--- config.mk ---
export PLATFORM = sky130hd
export DESIGN_NAME = subtract_compare_flag_logic
export DESIGN_NICKNAME = d
export VERILOG_FILES = /design/src/subcmp_pkg.sv /design/src/sub_flag_core.sv /design/src/subtract_compare_flag_logic.sv
export SDC_FILE = /design/constraint.sdc
export NUM_CORES = 1
export LEC_CHECK = 0
export ABC_AREA = 1
export BUFFER_PORTS_ARGS = -buffer_cell sky130_fd_sc_hd__buf_2
export CORE_AREA = 2 2 105 107
export DETAILED_ROUTE_END_ITERATION = 10
export DIE_AREA = 0 0 107 109
export HOLD_SLACK_MARGIN = 0.08
export PLACE_DENSITY = 0.78
export SETUP_SLACK_MARGIN = 0.5
export SLEW_MARGIN = 20
export SYNTH_ARGS = -nofsm -noshare
export SYNTH_HDL_FRONTEND = slang
export SYNTH_SLANG_ARGS = --single-unit
--- constraint.sdc ---
create_clock -name clk_sys -period 18 [get_ports clk_sys]
set_input_delay 0.9 -clock clk_sys [delete_from_list [all_inputs] [get_ports clk_sys]]
set_output_delay 0.9 -clock clk_sys [all_outputs]
set_load 0.03 [all_outputs]
--- src/subcmp_pkg.sv ---
// Purpose: constants for the subtract and compare datapath with its condition codes
// Assumes: 16-bit operands, registers reached over APB with 32-bit data
// Notes: Behaviour list below covers both subtract and compare
// Behaviour
// - subtract writes destination minus source back
// - negative and zero follow the result
// - subtract overflow: opposite signs, source sign matches
// - carry clear on carry out, else borrow
// - compare forms source plus inverted destination plus one
// - compare overflow: opposite signs, destination sign matches
// - compare writes no operand, only updates flags and the result register
`default_nettype none
package subcmp_pkg;
  localparam int DATA_W = 16;
  localparam int ADDR_W = 12;
  // register byte offsets
  localparam logic [ADDR_W-1:0] OFF_INSTR = 12'h000;
  localparam logic [ADDR_W-1:0] OFF_SRC = 12'h004;
  localparam logic [ADDR_W-1:0] OFF_DST = 12'h008;
  localparam logic [ADDR_W-1:0] OFF_RESULT = 12'h00c;
  localparam logic [ADDR_W-1:0] OFF_FLAGS = 12'h010;
  // instruction word layout
  localparam int OPC_MSB = 15;
  localparam int OPC_LSB = 12;
  localparam int SRC_FIELD_MSB = 11;
  localparam int SRC_FIELD_LSB = 6;
  localparam int DST_FIELD_MSB = 5;
  localparam int DST_FIELD_LSB = 0;
  localparam logic [3:0] OPC_SUB = 4'he;
  localparam logic [3:0] OPC_CMP_WORD = 4'h2;
  localparam logic [3:0] OPC_CMP_BYTE = 4'ha;
  // status register bit positions
  localparam int FLAG_C = 0;
  localparam int FLAG_V = 1;
  localparam int FLAG_Z = 2;
  localparam int FLAG_N = 3;
  localparam int FLAG_IGNORED = 4;
  localparam int FLAGS_W = 5;
  // reset values
  localparam logic [DATA_W-1:0] RST_WORD = 16'h0000;
  localparam logic [FLAGS_W-1:0] RST_FLAGS = 5'h00;
endpackage
`default_nettype wire

--- src/sub_flag_core.sv ---
// Purpose: ripple subtractor a - b with condition codes, word or byte width
// Assumes: purely combinational, operands already chosen by the caller
// Notes: byte mode zeroes the upper half of the difference
`timescale 1ns/100ps
`default_nettype none
module sub_flag_core
  import subcmp_pkg::*;
(
  input wire logic [subcmp_pkg::DATA_W-1:0] a,
  input wire logic [subcmp_pkg::DATA_W-1:0] b,
  input wire logic byteMode,
  output logic [subcmp_pkg::DATA_W-1:0] diff,
  output logic flagN,
  output logic flagZ,
  output logic flagV,
  output logic flagC
);
  import subcmp_pkg::*;

  logic [DATA_W:0] carry;
  logic [DATA_W-1:0] sum;
  logic signA;
  logic signB;
  logic signR;
  logic carryOut;

  // a + ~b + 1, one full adder per bit
  assign carry[0] = 1'b1;
  for (genvar i = 0; i < DATA_W; i++) begin : g_bit
    assign sum[i] = a[i] ^ ~b[i] ^ carry[i];
    assign carry[i+1] = (a[i] & ~b[i]) | (carry[i] & (a[i] ^ ~b[i]));
  end

  // byte form takes its signs and carry from bit 7
  assign signA = byteMode ? a[7] : a[DATA_W-1];
  assign signB = byteMode ? b[7] : b[DATA_W-1];
  assign signR = byteMode ? sum[7] : sum[DATA_W-1];
  assign carryOut = byteMode ? carry[8] : carry[DATA_W];
  assign diff = byteMode ? {8'h00, sum[7:0]} : sum;

  assign flagN = signR;
  assign flagZ = (diff == RST_WORD);
  // overflow: operands differ in sign and the subtrahend's sign shows up in the result
  assign flagV = (signA != signB) && (signB == signR);
  // carry out clears C, so a set C reads as a borrow
  assign flagC = ~carryOut;
endmodule
`default_nettype wire

--- src/subtract_compare_flag_logic.sv ---
// Purpose: APB-reached subtract and compare unit with N Z V C condition codes
// Assumes: one clock, synchronous reset, APB master keeps its request until pready
// Notes: writing the instruction register executes it against the operand registers
`timescale 1ns/100ps
`default_nettype none
module subtract_compare_flag_logic
  import subcmp_pkg::*;
(
  input wire logic clk_sys,
  input wire logic sys_rst,
  input wire logic [subcmp_pkg::ADDR_W-1:0] paddr,
  input wire logic psel,
  input wire logic penable,
  input wire logic pwrite,
  input wire logic [31:0] pwdata,
  output logic [31:0] prdata,
  output logic pready,
  output logic pslverr,
  output logic [3:0] condFlags
);
  import subcmp_pkg::*;

  logic [DATA_W-1:0] instrWord;
  logic [DATA_W-1:0] srcOp;
  logic [DATA_W-1:0] dstOp;
  logic [DATA_W-1:0] difference;
  logic [FLAGS_W-1:0] flags;
  logic setupPhase;
  logic accessDone;
  logic wrInstr;
  logic [3:0] opcode;
  logic execSub;
  logic execCmpWord;
  logic execCmpByte;
  logic execAny;
  logic [DATA_W-1:0] opA;
  logic [DATA_W-1:0] opB;
  logic [DATA_W-1:0] coreDiff;
  logic coreN;
  logic coreZ;
  logic coreV;
  logic coreC;
  logic mapped;
  logic [31:0] next_prdata;

  // no wait state: pready rises in the first access cycle, so every transfer takes two edges
  assign setupPhase = psel && !penable && !pready;
  assign accessDone = psel && penable && pready;
  assign wrInstr = accessDone && pwrite && (paddr == OFF_INSTR);
  assign opcode = pwdata[OPC_MSB:OPC_LSB];
  assign execSub = wrInstr && (opcode == OPC_SUB);
  assign execCmpWord = wrInstr && (opcode == OPC_CMP_WORD);
  assign execCmpByte = wrInstr && (opcode == OPC_CMP_BYTE);
  assign execAny = execSub || execCmpWord || execCmpByte;

  // subtract takes dst - src, compare the reverse order
  assign opA = execSub ? dstOp : srcOp;
  assign opB = execSub ? srcOp : dstOp;

  sub_flag_core u_core (
    .a(opA),
    .b(opB),
    .byteMode(execCmpByte),
    .diff(coreDiff),
    .flagN(coreN),
    .flagZ(coreZ),
    .flagV(coreV),
    .flagC(coreC)
  );

  always_ff @(posedge clk_sys) begin
    if (sys_rst) begin
      pready <= 1'b0;
    end else begin
      pready <= setupPhase;
    end
  end

  assign mapped = (paddr == OFF_INSTR) || (paddr == OFF_SRC) || (paddr == OFF_DST) ||
                  (paddr == OFF_RESULT) || (paddr == OFF_FLAGS);

  always_comb begin
    next_prdata = 32'h0000_0000;
    case (paddr)
      OFF_INSTR: next_prdata = {16'h0000, instrWord};
      OFF_SRC: next_prdata = {16'h0000, srcOp};
      OFF_DST: next_prdata = {16'h0000, dstOp};
      OFF_RESULT: next_prdata = {16'h0000, difference};
      OFF_FLAGS: next_prdata = {27'h0000000, flags};
      default: next_prdata = 32'h0000_0000;
    endcase
  end

  // read data and error are captured in setup, before any write of this transfer lands
  always_ff @(posedge clk_sys) begin
    if (sys_rst) begin
      prdata <= 32'h0000_0000;
      pslverr <= 1'b0;
    end else if (setupPhase) begin
      prdata <= pwrite ? 32'h0000_0000 : next_prdata;
      pslverr <= !mapped || (pwrite && (paddr == OFF_RESULT || paddr == OFF_FLAGS));
    end
  end

  always_ff @(posedge clk_sys) begin
    if (sys_rst) begin
      instrWord <= RST_WORD;
    end else if (wrInstr) begin
      instrWord <= pwdata[DATA_W-1:0];
    end
  end

  always_ff @(posedge clk_sys) begin
    if (sys_rst) begin
      srcOp <= RST_WORD;
    end else if (accessDone && pwrite && paddr == OFF_SRC) begin
      srcOp <= pwdata[DATA_W-1:0];
    end
  end

  // only subtract writes back; compare leaves both operands alone
  always_ff @(posedge clk_sys) begin
    if (sys_rst) begin
      dstOp <= RST_WORD;
    end else if (execSub) begin
      dstOp <= coreDiff;
    end else if (accessDone && pwrite && paddr == OFF_DST) begin
      dstOp <= pwdata[DATA_W-1:0];
    end
  end

  // the difference register is a view of the last result, not a destination
  always_ff @(posedge clk_sys) begin
    if (sys_rst) begin
      difference <= RST_WORD;
    end else if (execAny) begin
      difference <= coreDiff;
    end
  end

  // other opcodes leave N Z V C untouched and raise the ignored bit
  always_ff @(posedge clk_sys) begin
    if (sys_rst) begin
      flags <= RST_FLAGS;
    end else if (execAny) begin
      flags <= {1'b0, coreN, coreZ, coreV, coreC};
    end else if (wrInstr) begin
      flags[FLAG_IGNORED] <= 1'b1;
    end
  end

  always_ff @(posedge clk_sys) begin
    if (sys_rst) begin
      condFlags <= 4'h0;
    end else if (execAny) begin
      condFlags <= {coreN, coreZ, coreV, coreC};
    end
  end

  property p_sub_writeback;
    @(posedge clk_sys) disable iff (sys_rst)
    execSub |=> dstOp == DATA_W'($past(dstOp) - $past(srcOp));
  endproperty
  a_sub_writeback: assert property (p_sub_writeback) else $error("subtract result not written");

  property p_sub_keeps_src;
    @(posedge clk_sys) disable iff (sys_rst)
    execSub |=> $stable(srcOp) && difference == dstOp;
  endproperty
  a_sub_keeps_src: assert property (p_sub_keeps_src) else $error("subtract disturbed source");

  property p_zero_neg;
    @(posedge clk_sys) disable iff (sys_rst)
    (execSub || execCmpWord) |=>
      flags[FLAG_Z] == (difference == RST_WORD) && flags[FLAG_N] == difference[DATA_W-1];
  endproperty
  a_zero_neg: assert property (p_zero_neg) else $error("N or Z wrong");

  property p_sub_overflow;
    @(posedge clk_sys) disable iff (sys_rst)
    execSub |=> flags[FLAG_V] == (($past(dstOp[15]) != $past(srcOp[15])) &&
                                  ($past(srcOp[15]) == difference[15]));
  endproperty
  a_sub_overflow: assert property (p_sub_overflow) else $error("subtract V wrong");

  property p_sub_borrow;
    @(posedge clk_sys) disable iff (sys_rst)
    execSub |=> flags[FLAG_C] == ($past(dstOp) < $past(srcOp)) && condFlags == flags[3:0];
  endproperty
  a_sub_borrow: assert property (p_sub_borrow) else $error("subtract C wrong");

  property p_cmp_order;
    @(posedge clk_sys) disable iff (sys_rst)
    execCmpWord |=> difference == DATA_W'($past(srcOp) - $past(dstOp)) &&
                    flags[FLAG_C] == ($past(srcOp) < $past(dstOp));
  endproperty
  a_cmp_order: assert property (p_cmp_order) else $error("compare order wrong");

  property p_cmp_overflow;
    @(posedge clk_sys) disable iff (sys_rst)
    execCmpWord |=> flags[FLAG_V] == (($past(srcOp[15]) != $past(dstOp[15])) &&
                                      ($past(dstOp[15]) == difference[15]));
  endproperty
  a_cmp_overflow: assert property (p_cmp_overflow) else $error("compare V wrong");

  property p_cmp_no_write;
    @(posedge clk_sys) disable iff (sys_rst)
    (execCmpWord || execCmpByte) |=> $stable(srcOp) && $stable(dstOp);
  endproperty
  a_cmp_no_write: assert property (p_cmp_no_write) else $error("compare modified an operand");

  property p_cmp_byte;
    @(posedge clk_sys) disable iff (sys_rst)
    execCmpByte |=> difference[15:8] == 8'h00 && flags[FLAG_N] == difference[7] &&
                    flags[FLAG_C] == ($past(srcOp[7:0]) < $past(dstOp[7:0]));
  endproperty
  a_cmp_byte: assert property (p_cmp_byte) else $error("byte compare flags wrong");

  // zero and overflow of the byte form look only at the low byte
  property p_cmp_byte_vz;
    @(posedge clk_sys) disable iff (sys_rst)
    execCmpByte |=> flags[FLAG_Z] == (difference[7:0] == 8'h00) &&
                    flags[FLAG_V] == (($past(srcOp[7]) != $past(dstOp[7])) &&
                                      ($past(dstOp[7]) == difference[7]));
  endproperty
  a_cmp_byte_vz: assert property (p_cmp_byte_vz) else $error("byte compare Z or V wrong");

  // the bus answer is a single-cycle pulse right after setup
  property p_ready_pulse;
    @(posedge clk_sys) disable iff (sys_rst)
    setupPhase |=> pready ##1 !pready;
  endproperty
  a_ready_pulse: assert property (p_ready_pulse) else $error("pready not a one-cycle answer");
endmodule
`default_nettype wire

==> results.md, run 1 <==
Synth:
- Multiplexer cells account for 0% of the synthesized area.
- By area, the combinational part of the netlist is dominated by compound AO/OA/AOI/OAI gates.
- The synthesized netlist devotes 17.8% of its cell area to simple gates.
- By area the synthesized netlist is led by sky130_fd_sc_hd__dfxtp_1, sky130_fd_sc_hd__nand2_1, sky130_fd_sc_hd__a21oi_1, sky130_fd_sc_hd__inv_1, sky130_fd_sc_hd__o21ai_0.
- The number of synthesized register bits is 87.
- The share of the synthesized area in the top cell type is 37.0%.
- The share of synthesized area occupied by flip-flops and latches is 37.0%.
- Summing every instance area after synthesis gives 4710 sq um.
- The synthesized netlist devotes 25.8% of its cell area to compound gates.
- After synthesis, the mean cell area works out to 7.13 sq um.
- Of all cell types, the one taking the most synthesized area is sky130_fd_sc_hd__dfxtp_1.
- The arithmetic-cell share of the synthesized area counting full adders, half adders and majority gates is 3.99%.
- The xor/xnor share of the synthesized area is 1.30%.
- For this run, the number of Yosys warnings is 0.
- Synthesis produced a netlist whose cell count is 660.
- The number of different library cells in the post-synthesis netlist is 37.

CTS:
- Counting along the longest clock path gives a buffer depth of 2.
- The count of hold buffers inserted by post-cts repair is 0.
- Counting the buffers created by CTS gives 9.
- Post-CTS timing repair inserted 0 buffers for setup.
- The number of cells upsized or downsized after cts is 0.
- The CTS root buffer is sky130_fd_sc_hd__clkbuf_8.
- The H-tree was split into 3 levels.
- Clock-pin slew was measured on the worst setup and hold paths at 90 ps.
- The number of sinks driven by the clock tree is 87.
- The TritonCTS clock tree is built.
- The clock latency on the worst-skew pair is 380 ps.

Die:
- The die footprint is 11,700 sq um.
- The overall die height is 109 um.
- The number of I/O pins is 87.
- The floorplan step set the die width to 107 um.
- The number of rows in the core area is 38.
- The effective utilization at floorplan is 44.4%.
- After floorplanning, the core was sized to cover 10,600 sq um.

Global route:
- The pin count of the biggest net entering global routing is 39.
- The global routing usage summed across all routing layers is 21.3%.
- The global-route wire length before repair is 19.4 mm.
- The number of global-route vias before repair is 3,925.
- The initial antenna violation count is 0.
- The sum of overflow across all layers after global routing is 0.

Hold path:
- The class of the tightest hold or removal check is reg -> reg.

Timing:
- The final hold violation count is 0.
- The final critical path takes up 45.3% of the cycle.
- Measured against its own limit, the worst slew margin works out to 32.0%.
- The final-report max-slew violation count is 0.
- Static timing analysis puts the maximum clock frequency at 0.123 GHz.
- Setup violations remaining at the end of the flow were counted as 0.
- The pin slew with the least headroom to its limit is 1020 ps.
- Setup repair after global routing left no endpoint under its margin.
- The smallest clock period supported by the final layout is computed as 8150 ps.
- The setup TNS is 0 ps.
- The final clock skew is 9.82 ps.

Final layout:
- The final-stage net count is 756.
- The end-of-flow core utilization is 48.4%.
- In the final layout, the share of cells above drive strength 1 is 14.2%.
- The antenna diode instance count is 0.
- The area growth from synthesis to layout is 8.98%.

Pwr:
- The analysis attributes to cell leakage a power of 0.00192 uW.
- The worst-case IR drop observed on VDD is 0.0292 mV.
- The power density of the placed cells is 68.5 nW/um^2.

Run status:
- The run finished with clean final reports.

Critical path:
- The critical path endpoint category is a flip-flop.
- For the worst setup path, the data required time is 18,280 ps.
- The worst setup path is launched from an input pin.
- The longest individual stage delay on the worst path is 320 ps.
- The slowest stage of the critical path belongs to the cell sky130_fd_sc_hd__ha_1.
- Of all nets on the critical path, the largest fanout is 38.
- By startpoint and endpoint, the worst setup path is classified as in -> reg.
- At the worst endpoint, the arrival time is 8430 ps.
- The most used cell along the critical path is sky130_fd_sc_hd__ha_1.

Drt:
- The count of nets left with antenna violations after detail routing is 0.
- For this block, the via count after detailed routing is 4,484.
- After detailed routing, the number of remaining DRC violations is 0.
- The post-detailed-route via-to-cell ratio is 5.36.
- Summed over all layers, the routed wires come to 12.1 mm.
- The length of the first detailed-routing pass in iterations is 6.
- After detailed routing, the average wire length per cell comes to 14.5 um.
- In this run, the number of DRC markers left after iteration 0 of detailed routing was 352.

Placed design:
- At the end of routability-driven placement, the weighted congestion stood at 0.941.
- Detailed placement finished with a half-perimeter wire length of 7.91 mm.
- The port buffer count is 54.

Job:
- Across the run, the number of max-cap violations was 0.
path summary, 6_finish.rpt:
kind                               start  depth (start not counted)  endpoint  slack, ps
worst max-delay path            paddr[9]                         57  flags[1]       9850
worst min-delay path            flags[4]                          2  flags[4]        460
worst max register to register    pready                         55  flags[1]      10200
worst min register to register  flags[4]                          2  flags[4]        460
sequential cells by signal, indices dropped and copies added, names as in the netlist:
signal	count
difference	16
dstOp	16
flags	5
instrWord	16
prdata	16
pready	1
pslverr	1
srcOp	16
per-stage QoR:
step                cells  hold WS [ps]  instance area (sq um)  setup WS [ps]  total power, uW
floorplan             675           426                   4760          10250              213
global placement      821           435                   4930           9640              217
detailed placement    821           439                   4930           9550              217
CTS                   837           452                   5130           9890              353
global route          837           469                   5130           9060              364
finish                837           458                   5130           9850              351
worst max-delay path: cells and delay by family:
| kind | cells | cell delay, ps |
|---|---|---|
| AND/OR/NAND/NOR | 15 | 1310 |
| buffers and inverters | 4 | 470 |
| AO/OA/AOI/OAI | 23 | 2820 |
| adder cells (fa/ha/maj) | 15 | 2900 |
kinds of logic after synthesis:
| group | Yosys count |
|---|---|
| AO/OA/AOI/OAI | 214 |
| XOR/XNOR | 7 |
| adder cells (fa/ha/maj) | 15 |
| buffers and inverters | 148 |
| flip-flops | 87 |
| other | 1 |
| AND/OR/NAND/NOR | 188 |
per-layer routing:
layer	wire (um)	vias to the layer above	part of all wire, %	global-route usage (%)
met3	1000	23	8.3	5.08
met5	0	-	0	0
li1	-	2232	-	-
met4	248	0	2.0	8.53
met2	5480	199	45	34.2
met1	5370	2030	44	27.7
cell usage after synthesis, drive strengths merged:
master,instances
nor3,6
a22oi,8
nand2,109
o211ai,3
a21oi,74
a211oi,1
inv,97
o21bai,2
o21ai,70
a221oi,1
a31oi,8
xnor2,7
nor4,2
ha,15
buf,31
dfxtp,87
o31ai,6
o221ai,2
conb,1
nor2,49
nand4,7
a21boi,1
o22ai,38
nand3,15
clkbuf,20
power by group:
group	internal (uW)	total [uW]	switching (uW)	leakage, uW
clock network	64.3	138	74.2	0.0000956
logic	4.91	20.4	15.5	0.00112
registers	192	193	0.133	0.000701
total	262	351	89.8	0.00192
final cells by class:
| class | count | area, sq um |
|---|---|---|
| repair buffers | 57 | 293 |
| multi-input cells | 440 | 2360 |
| clock inverters | 7 | 72.6 |
| inverters | 97 | 364 |
| fillers | 1070 | 5470 |
| well taps | 140 | 175 |
| clock buffers | 9 | 124 |
| flip-flops and latches | 87 | 1740 |
layout by cell type (no fill, tap or decap), drive strengths merged, types with 9 or more instances in the layout:
master	count
conb	16
clkbuf	9
nand3	15
nand2	109
a21oi	74
o22ai	38
ha	15
dfxtp	87
buf	57
nor2	49
o21ai	70
inv	98
Note: power is estimated with default switching activity, not from simulation.
==> run 2, diff against run 1 <==
ABC_AREA = 0   (was 1)
clock period = 7.81 ns   (was 18 ns; I/O delays follow)
==> run 2 against run 1 <==
  * Synthesized cell count down 11%
  * The run now ends with negative setup slack left
  * Critical path depth is 17 lower
  * Non-clock buffer count is 32 higher
  * Core utilization grew 3.8 points
  * Worst hold slack worse by 180 ps
  * Highest routed layer unchanged
  * Wire length is 11% higher
  * Register-to-register slack got worse by 10000 ps
  * Largest power group unchanged
  * Sequential power grew 130%
  * Clock power rose by 130%
==> results.md, run 2 <==
Run status:
- Result of the run: finished, violations left (was completed).
- The checks that failed: negative setup slack.

Drt:
- The remaining routing DRC violations was 0 (unchanged).
- The routed via count came to 4,537 (was 4,484).
- The post-detailed-route via-to-cell ratio came to 5.76 (was 5.36).
- The total length of routed wires is 13.5 mm (was 12.1 mm).
- The length of the first detailed-routing pass in iterations is 5 (was 6).
- The count of nets left with antenna violations after detail routing is 0 (unchanged).
- The average routed wire per standard cell came to 17.1 um (was 14.5 um).
- The detailed router's first-iteration violation count came to 279 (was 352).

Synth:
- The most frequently used cell type in the post-synthesis netlist is sky130_fd_sc_hd__nand2_1 (unchanged).
- The synthesized instance count is 585 (was 660).
- The multiplexer share of the synthesized area is 8.69% (was 0%).
- The number of warnings reported in the yosys synthesis log is 0 (unchanged).
- The share of synthesized area occupied by flip-flops and latches is 36.4% (was 37.0%).
- Area contributors post-synth: sky130_fd_sc_hd__dfxtp_1, sky130_fd_sc_hd__mux2i_1, sky130_fd_sc_hd__nand2_1, sky130_fd_sc_hd__nor2_1, sky130_fd_sc_hd__a21oi_1 (was sky130_fd_sc_hd__dfxtp_1, sky130_fd_sc_hd__nand2_1, sky130_fd_sc_hd__a21oi_1, sky130_fd_sc_hd__inv_1, sky130_fd_sc_hd__o21ai_0).
- The xor/xnor share of the synthesized area is 2.57% (was 1.30%).
- The post-synthesis compound-gate area fraction is 18.8% (was 25.8%).
- The share of the synthesized area in the top cell type was 36.4% (was 37.0%).
- The average cell area after synthesis came to 8.17 sq um (was 7.13 sq um).
- The number of enable flip-flop cells after synthesis is 0 (unchanged).
- The library cell occupying the most area in the post-synthesis netlist is sky130_fd_sc_hd__dfxtp_1 (unchanged).
- Commonest cells post-synth: sky130_fd_sc_hd__nand2_1, sky130_fd_sc_hd__dfxtp_1, sky130_fd_sc_hd__nor2_1, sky130_fd_sc_hd__a21oi_1, sky130_fd_sc_hd__mux2i_1 (was sky130_fd_sc_hd__nand2_1, sky130_fd_sc_hd__inv_1, sky130_fd_sc_hd__dfxtp_1, sky130_fd_sc_hd__a21oi_1, sky130_fd_sc_hd__o21ai_0).
- The flip-flop cell with the highest count after synthesis is sky130_fd_sc_hd__dfxtp_1 (unchanged).
- The number of synthesized register bits is 87 (unchanged).
- The async set-or-reset flop fraction in the synthesized netlist is 0% (unchanged).
- The combinational family with the most area after synthesis is simple AND/OR/NAND/NOR gates (was compound AO/OA/AOI/OAI gates).
- The number of different library cells in the post-synthesis netlist is 46 (was 37).
- The arithmetic-cell share of the synthesized area counting full adders, half adders and majority gates is 3.93% (was 3.99%).
- The cell area after synthesis came to 4780 sq um (was 4710 sq um).
- The synthesized-area fraction occupied by and/or/nand/nor cells is 22.8% (was 17.8%).

CTS:
- The level count of the clock H-tree came to 3 (unchanged).
- The register clock-pin slew on the reported worst setup and hold paths came to 90 ps (about the same).
- The clock buffer count from CTS is 9 (unchanged).
- The number of sinks driven by the clock tree is 87 (unchanged).
- The number of buffers on the longest clock path was 2 (unchanged).
- The CTS root buffer is sky130_fd_sc_hd__clkbuf_8 (unchanged).
- The count of hold buffers inserted by post-cts repair is 0 (unchanged).
- The clock latency on the worst-skew pair is 380 ps (about the same).
- The TritonCTS clock tree was built (unchanged).

Timing:
- The setup slack after layout was -64.2 ps (was 9850 ps).
- After layout, the worst path uses 101% of the clock period.
- The worst relative slew slack is 33.8% (was 32.0%).
- The routed design could run at a clock period as short as 7870 ps.
- The number of failing setup endpoints in the final timing report is 3 (was 0).
- The worst hold slack across all endpoints is 277 ps (was 458 ps).
- Unrepaired setup endpoints after global routing: true (was false).
- The final hold violation count is 0 (unchanged).
- Timing would allow up to 0.127 GHz.
- The pin slew with the least headroom to its limit is 993 ps (was 1020 ps).
- The final-report max-slew violation count is 0 (unchanged).
- The final clock skew was 9.46 ps (was 9.82 ps).

Critical path:
- The capture instance of the worst register-to-register path is dstOp[15] (was flags[1]).
- The data required time at the worst endpoint is 8040 ps (was 18,280 ps).
- The category of the critical setup timing path is in -> reg (unchanged).
- The flop-to-flop setup slack is -50 ps (was 10,200 ps).
- The critical path endpoint category is a flip-flop (unchanged).
- The most used cell along the critical path is sky130_fd_sc_hd__ha_2 (was sky130_fd_sc_hd__ha_1).
- The worst-path cell with the longest stage delay is sky130_fd_sc_hd__or3_4 (was sky130_fd_sc_hd__ha_1).
- The arrival time of data at the critical path endpoint is 8110 ps (was 8430 ps).
- The critical register-to-register path startpoint is pready (unchanged).
- The longest individual stage delay on the worst path is 390 ps (was 320 ps).
- The logic depth of the worst register-to-register path is 41 (was 55).
- The kind of start point of the critical path is an input pin (unchanged).
- The top fanout value on the critical path is 4 (was 38).

Final layout:
- Top library cells by usage in the layout, fill and taps aside: sky130_fd_sc_hd__nand2_1, sky130_fd_sc_hd__dfxtp_1, sky130_fd_sc_hd__nor2_1 (was sky130_fd_sc_hd__nand2_1, sky130_fd_sc_hd__inv_1, sky130_fd_sc_hd__dfxtp_1).
- The area overhead of the layout relative to synthesis is 15.9% (was 8.98%).
- The antenna diode instance count is 0 (unchanged).
- The final-stage net count is 708 (was 756).
- The share of final-layout standard cells stronger than drive strength 1 is 21.6% (was 14.2%).
- The post-route cell area is 5540 sq um (was 5130 sq um).
- The most common cell after layout, fill and taps aside is sky130_fd_sc_hd__nand2_1 (unchanged).

Job:
- The count of max-cap constraint violations came to 0 (unchanged).

Hold path:
- The class of the tightest hold or removal check is in -> reg (was reg -> reg).
- The number of cells traversed by the worst hold path is 3 (was 2).
- The startpoint of the lowest-slack hold path is pwdata[7] (was flags[4]).
- The worst-case hold path end point was instrWord[7] (was flags[4]).

Global route:
- The pin count of the biggest net entering global routing is 68 (was 39).
- The peak-usage layer in the global routing report is met2 (unchanged).
- The met1 routing resource usage after global routing is 28.4% (was 27.7%).
- The met2 global-route usage is 39.4% (was 34.2%).
- The global-route wire length before repair came to 21.1 mm (was 19.4 mm).
- The sum of overflow across all layers after global routing was 0 (unchanged).
- The number of global-route vias before repair is 4,288 (was 3,925).
- The global routing usage summed across all routing layers is 23.5% (was 21.3%).
- The initial antenna violation count is 0 (unchanged).
- The fraction of met3 tracks used by global routing is 5.92% (was 5.08%).

Die:
- The effective utilization at floorplan is 45.1% (was 44.4%).
- The die footprint is 11,700 sq um (unchanged).
- The core area is 10,600 sq um (unchanged).
- The number of I/O pins is 87 (unchanged).
- The number of rows in the core area came to 38 (unchanged).
- The overall die height is 109 um (unchanged).
- The die width was 107 um (unchanged).

Pwr:
- The power density of the placed cells is 147 nW/um^2 (was 68.5 nW/um^2).
- The leakage power figure came to 0.00213 uW (was 0.00192 uW).
- The peak ir drop on the vdd network is 0.0772 mV (was 0.0292 mV).
- The total power is 817 uW (was 351 uW).

Placed design:
- The total placed instance area was 5190 sq um (was 4930 sq um).
- The HPWL reported at the end of detailed placement is 9.16 mm (was 7.91 mm).
- The final estimated routing congestion in global placement is 0.897 (was 0.941).
- The port buffer count was 54 (unchanged).
run 2: changes by cell type after synthesis, sizes merged, moves of 13 or more:
cell	before	now
a211o	0	13
a21oi	74	47
inv	97	1
mux2i	0	40
nor2	49	70
o21ai	70	29
o22ai	38	0
run 2: power by group:
part	total, uW	switching [uW]	leakage [uW]	internal, uW
clock	314	171	0.0000990	142
combinational	58.9	40.8	0.00133	18.2
sequential	444	0.288	0.000701	444
total	817	212	0.00213	604
run 2: how the worst max path moves through the flow:
stage              from        end  slack [ps]  cells after the start
6_report       paddr[0]  dstOp[15]         -60                     40
3_3_place_gp   paddr[4]   flags[2]        -470                     40
4_1_cts        paddr[1]   flags[1]         -70                     38
3_5_place_dp   paddr[4]   flags[2]        -580                     40
5_1_grt          pready   flags[2]        -350                     41
2_1_floorplan  paddr[4]   flags[2]        -380                     40
run 2: stage by stage:
stage	worst slack, ps	cells	utilization (%)	TNS (ps)
global route	-352	788	52.2	-1330
global placement	-470	761	48.9	-1340
CTS	-73.9	782	51.4	-116
floorplan	-383	600	-	-872
finish	-64.2	788	52.2	-147
detailed placement	-575	761	48.9	-2040
run 2: routing by layer:
metal	vias up	wire, um	share of wire (%)
met5	-	0	0
met2	192	6480	48
li1	2132	-	-
met4	0	416	3.1
met3	39	990	7.3
met1	2174	5610	42
run 2: final cells by class:
cell class	count	area (sq um)
timing repair buffer	89	563
inverter	1	3.75
clock inverter	3	26.3
multi-input combinational	456	2860
clock buffer	12	165
fill	971	5070
tap	140	175
sequential	87	1740
run 2: repair_timing:
action / CTS / global route
gates resized for setup: 4 / 10
pin swaps: 10 / 7
setup endpoints to repair: 7 / 8
setup buffers: 6 / 6
run 2: logic make-up (layout without fill, tap and decap cells):
logic type               after synthesis  after routing
AND/OR/NAND/NOR                      231            231
AO/OA/AOI/OAI                        139            139
other                                  1             16
multiplexers                          41             41
XOR/XNOR                              14             14
flip-flops                            87             87
adder cells (fa/ha/maj)               15             15
buffers and inverters                 57            105
run 2: worst max-delay path, delay by kind of cell:
kind                       cells  cell delay, ps
and+or+nand+nor                5            1180
adders and majority gates     15            2640
AOI/OAI and AO/OA             17            3550
buffers and inverters          3             320
